## config.mk

```make
export PLATFORM = sky130hd
export DESIGN_NAME = pcr_regs
export DESIGN_NICKNAME = d
export VERILOG_FILES = /design/src/pcr_pkg.sv /design/src/pcr_regs.sv
export SDC_FILE = /design/constraint.sdc
export NUM_CORES = 1
export LEC_CHECK = 0
export BUFFER_PORTS_ARGS = -buffer_cell sky130_fd_sc_hd__buf_2
export CAP_MARGIN = 20
export CORE_MARGIN = 3
export CORE_UTILIZATION = 40
export DETAILED_ROUTE_END_ITERATION = 7
export GPL_TIMING_DRIVEN = 0
export HOLD_SLACK_MARGIN = 0.08
export PLACE_DENSITY_LB_ADDON = 0.25
export RECOVER_POWER = 50
export SKIP_CTS_REPAIR_TIMING = 1
export SYNTH_ARGS = -nofsm -noshare
export SYNTH_HDL_FRONTEND = slang
export SYNTH_SLANG_ARGS = --single-unit
```

## constraint.sdc

```tcl
create_clock -name CLOCK -period 0.87 [get_ports CLOCK]
set_input_delay 0.087 -clock CLOCK [delete_from_list [all_inputs] [get_ports CLOCK]]
set_output_delay 0.087 -clock CLOCK [all_outputs]
set_load 0.01 [all_outputs]
```

## src/pcr_pkg.sv

```systemverilog
// Purpose: constants and types for the 40G PCS control/status register bank
// Assumes: APB slave, 32-bit data, registers in low 16 bits
// Notes: register index times four gives the byte address
package pcr_pkg;
	localparam logic [15:0] REG_CTRL_IDX   = 16'h3000;
	localparam logic [15:0] REG_STAT_IDX   = 16'h3001;
	localparam logic [15:0] REG_IRQ_ST_IDX = 16'h3100;
	localparam logic [15:0] REG_IRQ_MK_IDX = 16'h3101;
	localparam int          BIT_SRST       = 15;
	localparam int          BIT_LOOP       = 14;
	localparam int          BIT_SPD_HI     = 13;
	localparam int          BIT_LPWR       = 11;
	localparam int          BIT_CSTOP      = 10;
	localparam int          BIT_SPD_LO     = 6;
	localparam int          BIT_TX_LPI_L   = 11;
	localparam int          BIT_RX_LPI_L   = 10;
	localparam int          BIT_TX_LPI     = 9;
	localparam int          BIT_RX_LPI     = 8;
	localparam int          BIT_FAULT      = 7;
	localparam int          BIT_CSTOP_CAP  = 6;
	localparam int          BIT_LINK       = 2;
	localparam int          BIT_LP_ABLE    = 1;
	localparam logic [3:0]  SPEED_FIELD    = 4'h3;
	localparam logic [3:0]  IRQ_RST        = 4'h0;
	localparam logic [15:0] APB_SPACE_MSK  = 16'h3fff;

	typedef struct packed {
		logic tx_lpi;
		logic rx_lpi;
		logic fault;
		logic link;
	} pcr_cond_t;

	typedef struct packed {
		logic       loop;
		logic       lpwr;
		logic       cstop;
		logic       tx_lpi_l;
		logic       rx_lpi_l;
		logic       link_l;
		logic       srst;
		logic       strap_done;
		logic [3:0] irq_st;
		logic [3:0] irq_mk;
		logic [31:0] rdata;
		pcr_cond_t  cond;
	} pcr_state_t;
endpackage

```

## src/pcr_regs.sv

```systemverilog
// Purpose: 40G Pcs_control_one / status 1 registers behind an APB slave
// Assumes: condition inputs come from outside the clock domain
// Notes: zero-wait APB; unmapped addresses read zero with no error
module pcr_regs (
	input  wire logic        CLOCK,
	input  wire logic        RST_B,
	input  wire logic        PSEL,
	input  wire logic        PENABLE,
	input  wire logic        PWRITE,
	input  wire logic [15:0] PADDR,
	input  wire logic [31:0] PWDATA,
	output logic      [31:0] PRDATA,
	output logic             PREADY,
	output logic             PSLVERR,
	input  wire logic        PORT0_40G_MODE,
	input  wire logic        LOW_POWER_STRAP,
	input  wire logic        TX_LPI_IN,
	input  wire logic        RX_LPI_IN,
	input  wire logic        FAULT_IN,
	input  wire logic        LINK_UP_IN,
	output logic             SOFT_RESET,
	output logic             LOOPBACK,
	output logic             LOW_POWER,
	output logic             CLOCK_STOP_OK,
	output logic             IRQ
);
	pcr_pkg::pcr_state_t s_q, s_d;
	pcr_pkg::pcr_cond_t  meta_q;
	logic                active;
	logic                wr;
	logic                rd;
	logic [13:0]         idx;
	logic [15:0]         ctrl_v;
	logic [15:0]         stat_v;
	logic [3:0]          ev;

	// first stage read only by the second (s_q.cond)
	always_ff @(posedge CLOCK or negedge RST_B) begin
		if (!RST_B) begin
			meta_q <= '0;
		end else begin
			meta_q <= '{TX_LPI_IN, RX_LPI_IN, FAULT_IN, LINK_UP_IN};
		end
	end

	assign active = PORT0_40G_MODE;
	assign idx    = PADDR[15:2] & pcr_pkg::APB_SPACE_MSK[13:0];
	assign wr     = PSEL && PENABLE && PWRITE && active;
	assign rd     = PSEL && PENABLE && !PWRITE && active;

	always_comb begin
		ctrl_v = '0;
		ctrl_v[pcr_pkg::BIT_SRST]   = s_q.srst;
		ctrl_v[pcr_pkg::BIT_LOOP]   = s_q.loop;
		ctrl_v[pcr_pkg::BIT_SPD_HI] = 1'b1;
		ctrl_v[pcr_pkg::BIT_LPWR]   = s_q.lpwr;
		ctrl_v[pcr_pkg::BIT_CSTOP]  = s_q.cstop;
		ctrl_v[pcr_pkg::BIT_SPD_LO] = 1'b1;
		ctrl_v[5:2]                 = pcr_pkg::SPEED_FIELD;
		stat_v = '0;
		stat_v[pcr_pkg::BIT_TX_LPI_L]  = s_q.tx_lpi_l;
		stat_v[pcr_pkg::BIT_RX_LPI_L]  = s_q.rx_lpi_l;
		stat_v[pcr_pkg::BIT_TX_LPI]    = s_q.cond.tx_lpi;
		stat_v[pcr_pkg::BIT_RX_LPI]    = s_q.cond.rx_lpi;
		stat_v[pcr_pkg::BIT_FAULT]     = s_q.cond.fault;
		stat_v[pcr_pkg::BIT_CSTOP_CAP] = 1'b0;
		stat_v[pcr_pkg::BIT_LINK]      = s_q.link_l;
		stat_v[pcr_pkg::BIT_LP_ABLE]   = 1'b1;
	end

	// events: tx lpi, rx lpi, fault, link drop
	assign ev = {s_q.cond.tx_lpi, s_q.cond.rx_lpi, s_q.cond.fault,
		s_q.link_l && !s_q.cond.link};

	always_comb begin
		s_d            = s_q;
		s_d.cond       = meta_q;
		s_d.strap_done = 1'b1;
		// strap caught once, just after reset release
		if (!s_q.strap_done) begin
			s_d.lpwr = LOW_POWER_STRAP;
		end
		// latched bits: hold until read, then reload from the live state and latch again
		if (rd && idx == pcr_pkg::REG_STAT_IDX[13:0]) begin
			s_d.tx_lpi_l = s_q.cond.tx_lpi;
			s_d.rx_lpi_l = s_q.cond.rx_lpi;
			s_d.link_l   = s_q.cond.link;
		end
		// a new event in the read cycle still wins
		if (s_q.cond.tx_lpi) begin
			s_d.tx_lpi_l = 1'b1;
		end
		if (s_q.cond.rx_lpi) begin
			s_d.rx_lpi_l = 1'b1;
		end
		if (!s_q.cond.link) begin
			s_d.link_l = 1'b0;
		end
		s_d.srst = 1'b0;
		if (wr && idx == pcr_pkg::REG_CTRL_IDX[13:0]) begin
			s_d.srst  = PWDATA[pcr_pkg::BIT_SRST];
			s_d.loop  = PWDATA[pcr_pkg::BIT_LOOP];
			s_d.lpwr  = PWDATA[pcr_pkg::BIT_LPWR];
			s_d.cstop = PWDATA[pcr_pkg::BIT_CSTOP];
		end
		if (wr && idx == pcr_pkg::REG_IRQ_MK_IDX[13:0]) begin
			s_d.irq_mk = PWDATA[3:0];
		end
		if (wr && idx == pcr_pkg::REG_IRQ_ST_IDX[13:0]) begin
			s_d.irq_st = s_q.irq_st & ~PWDATA[3:0];
		end
		s_d.irq_st = s_d.irq_st | ev;
		// soft reset pulse: loopback, clock stop and the latched status bits go back to reset value; low power and irq status/mask hold
		if (s_q.srst) begin
			s_d.loop     = 1'b0;
			s_d.cstop    = 1'b0;
			s_d.tx_lpi_l = 1'b0;
			s_d.rx_lpi_l = 1'b0;
			s_d.link_l   = 1'b0;
			s_d.lpwr     = s_q.lpwr;
		end
		s_d.rdata = '0;
		// a read setup while the port is off must not leave stale data up
		if (PSEL && !PENABLE && !PWRITE) begin
			if (active) begin
				unique case (idx)
					pcr_pkg::REG_CTRL_IDX[13:0]:   s_d.rdata = {16'h0000, ctrl_v};
					pcr_pkg::REG_STAT_IDX[13:0]:   s_d.rdata = {16'h0000, stat_v};
					pcr_pkg::REG_IRQ_ST_IDX[13:0]: s_d.rdata = {28'h000_0000, s_q.irq_st};
					pcr_pkg::REG_IRQ_MK_IDX[13:0]: s_d.rdata = {28'h000_0000, s_q.irq_mk};
					default:                       s_d.rdata = '0;
				endcase
			end else begin
				s_d.rdata = '0;
			end
		end else begin
			s_d.rdata = s_q.rdata;
		end
	end

	always_ff @(posedge CLOCK or negedge RST_B) begin
		if (!RST_B) begin
			s_q        <= '0;
			s_q.irq_st <= pcr_pkg::IRQ_RST;
			s_q.irq_mk <= pcr_pkg::IRQ_RST;
		end else begin
			s_q <= s_d;
		end
	end

	assign PRDATA        = s_q.rdata;
	assign PREADY        = 1'b1;
	assign PSLVERR       = 1'b0;
	assign SOFT_RESET    = s_q.srst;
	assign LOOPBACK      = s_q.loop;
	assign LOW_POWER     = s_q.lpwr;
	assign CLOCK_STOP_OK = s_q.cstop;
	assign IRQ           = |(s_q.irq_st & s_q.irq_mk);
endmodule

```

==> impl_metrics.env <==
export IMPL_run_status="complete, but fails checks"
export IMPL_failed_checks="negative hold slack, negative setup slack"
export IMPL_end_kind="register"
export IMPL_grt_pass1_vias=1274
export IMPL_timing_rr_start="s_q[43]"
export IMPL_fmax_mhz=810
export IMPL_finalWirelength_um=4440
export IMPL_yosys_warnings=0
export IMPL_slew_headroom_pct=41.1
export IMPL_dp_cells=289
export IMPL_worst_path_buf_inv=2
export IMPL_fill_cells=319
export IMPL_synth_most_common_cell="dfrtp_1"
export IMPL_setup_viol=44
export IMPL_crit_family="simple AND/OR/NAND/NOR gates"
export IMPL_drt_pass1_iter_count=4
export IMPL_initial_core_util_pct=43.6
export IMPL_vias=1555
export IMPL_finalNonFillerCells=322
export IMPL_numClockSinks=36
export IMPL_cts_buffers=5
export IMPL_startpoint_type="input pin"
export IMPL_synth_area_per_cell_um2=10.8
export IMPL_synth_edf_count=0
export IMPL_layout_drive_gt1_share_pct=48.5
export IMPL_synthFlopType="dfrtp_1"
export IMPL_grt_pass1_wl_um=6120
export IMPL_arrival_ps=1420
export IMPL_hold_class="input pin to asynchronous set/reset pin"
export IMPL_ir_worst_vdd_uv=1220
export IMPL_p_leak_nw=1.42
export IMPL_critPathKind="input pin to register"
export IMPL_critical_path_slowest_cell="mux2_4"
export IMPL_power_density_mw_per_mm2=1290
export IMPL_worstSetupStartpoint="PADDR[3]"
export IMPL_synthCells=170
export IMPL_synth_top_area_share_pct=49.1
export IMPL_finalMaxSlewViolations=0
export IMPL_synth_commonest_cells="dfrtp_1, buf_4, nand2_1, inv_1, o31ai_1"
export IMPL_post_place_ws_ps=-828
export IMPL_grt_usage_pct=15.0
export IMPL_ys_types=39
export IMPL_drt_iter0_drc=61
export IMPL_tritoncts="done"
export IMPL_cts_root_buffer="clkbuf_8"
export IMPL_io_buffers=49
export IMPL_grt_antenna_before_repair=0
export IMPL_place_congestion=0.774
export IMPL_via_per_inst=4.83
export IMPL_fin_crit_sh_pct=142
export IMPL_ys_seq_area_share_pct=49.1
export IMPL_whs_ps=-103
export IMPL_ys_ff_latch=36
export IMPL_crit_chain="buf_6 -> nor4_4 -> buf_4 -> nand4_4 -> nor3_4 -> mux2_4"
export IMPL_finClkSkew_ps=3.46
export IMPL_worstPathRequired_ps=1050
export IMPL_antenna_left=0
export IMPL_grt_max_degree=37
export IMPL_period_minus_slack_ps=1230
export IMPL_die_w_um=73.7
export IMPL_synth_largest_area_cell="dfrtp_1"
export IMPL_syn2layout_area_growth_pct=52.5
export IMPL_finalHoldViolCount=36
export IMPL_die_y_um=73.7
export IMPL_dieArea_mm2=0.00543
export IMPL_worstSkewPairLatency_ps=290
export IMPL_clockBufferDepth=2
export IMPL_async_reset_ff_share_pct=100
export IMPL_wl_per_cell_um=13.8
export IMPL_drc=0
export IMPL_rows=23
export IMPL_crit_fanout=5
export IMPL_nets=330
export IMPL_worst_pin_slew_ps=884
export IMPL_fp_coreArea_mm2=0.00420
export IMPL_hpwl_um=2990
export IMPL_gr_total_overflow=0
export IMPL_antenna_cells=0
export IMPL_top_level_ports=98
export IMPL_htreeDepth=2
export IMPL_fin_ws_ps=-365
export IMPL_max_cap_viol_count=0
export IMPL_cpPeakStageDelay_ps=340
export IMPL_design_power_total_mw=3.60
export IMPL_synth_area_leaders="dfrtp_1, buf_4, nand2_1"
export IMPL_clkTransAtPathRegs_ps=70
export IMPL_grt_setup_unrepaired="yes"
export IMPL_syn_area_mm2=0.00183
==> layout make-up <==
class	count	area [um^2]	share of cell area (%)
Buffer	31	238	8.50
Clock buffer	5	68.8	2.46
Clock inverter	3	42.5	1.52
Inverter	8	30.0	1.07
Multi-Input combinational cell	107	808	28.9
Sequential cell	36	902	32.3
Tap cell	50	62.6	2.24
Timing Repair Buffer	82	643	23.0
==> worst register-to-register path: stages, from the launching register on <==
cell     delay, ps
dfrtp_1        400
buf_4          140
o31ai_1        210
o21ai_1        100
==> metal layers <==
layer	vias up	track usage, %	wire length (um)
li1	756	-	-
met4	0	4.83	25
met2	58	22.7	2090
met5	-	0	0
met3	5	4.51	348
met1	736	20.6	1980
==> registers in the layout (all words and copies together), names as in the netlist <==
register and count:
PRDATA 12, LOOPBACK 1, SOFT_RESET 1, CLOCK_STOP_OK 1, meta_q 4, LOW_POWER 1, ev 3, s_q 13
==> where the power goes <==
part | internal (mW) | switching (mW)
Sequential | 1.70 | 0.0167
Combinational | 0.207 | 0.218
Clock | 0.847 | 0.614
Total | 2.75 | 0.849
==> cells in the final DEF (no fill, tap or decap), drive strengths merged <==
cell type,n
dfrtp,36
nand2b,3
clkinvlp,1
a22o,5
and4,1
dlygate4sd3,11
o211a,1
o21ai,5
bufinv,1
or3b,1
conb,22
o41ai,4
mux2,4
and4bb,1
a21o,1
mux2i,3
nand4,5
clkbuf,9
nor4,6
nor2,1
o211ai,3
o2bb2ai,2
a21oi,3
and2,1
or4,1
buf,98
inv,8
nor3,2
nand3,5
a22oi,2
and3,2
nor3b,1
or2,1
clkinv,1
o31ai,6
nand2,15
==> final timing paths <==
check                             endpoint  slack (ps)  depth (start not counted)
worst max-delay path               s_q[36]        -360                          6
max in group asynchronous       SOFT_RESET         370                          1
min in group CLOCK               LOW_POWER          70                          3
worst min register to register       ev[2]         350                          0
worst max register to register   PRDATA[3]         -90                          3
worst min-delay path            PRDATA[13]        -100                          1
==> stage by stage <==
stage | TNS (ps) | instance area [um^2] | hold WS, ps | util [%]
2_1_floorplan | -9000 | 1960 | -209 | -
3_3_place_gp | -15770 | 2270 | 195 | 54.0
3_5_place_dp | -16760 | 2270 | 196 | 54.0
4_1_cts | -11230 | 2380 | -111 | 56.6
5_1_grt | -9690 | 2800 | -36.1 | 66.5
6_report | -7200 | 2800 | -103 | 66.5
==> kinds of logic after synthesis <==
| group | share of synthesized area (%) |
|---|---|
| buf+inv | 16.7 |
| simple gates | 16.8 |
| flops | 49.1 |
| compound gates | 12.9 |
| mux | 4.10 |
| other cells | 0.410 |
Power figures use the tool's default switching activity.
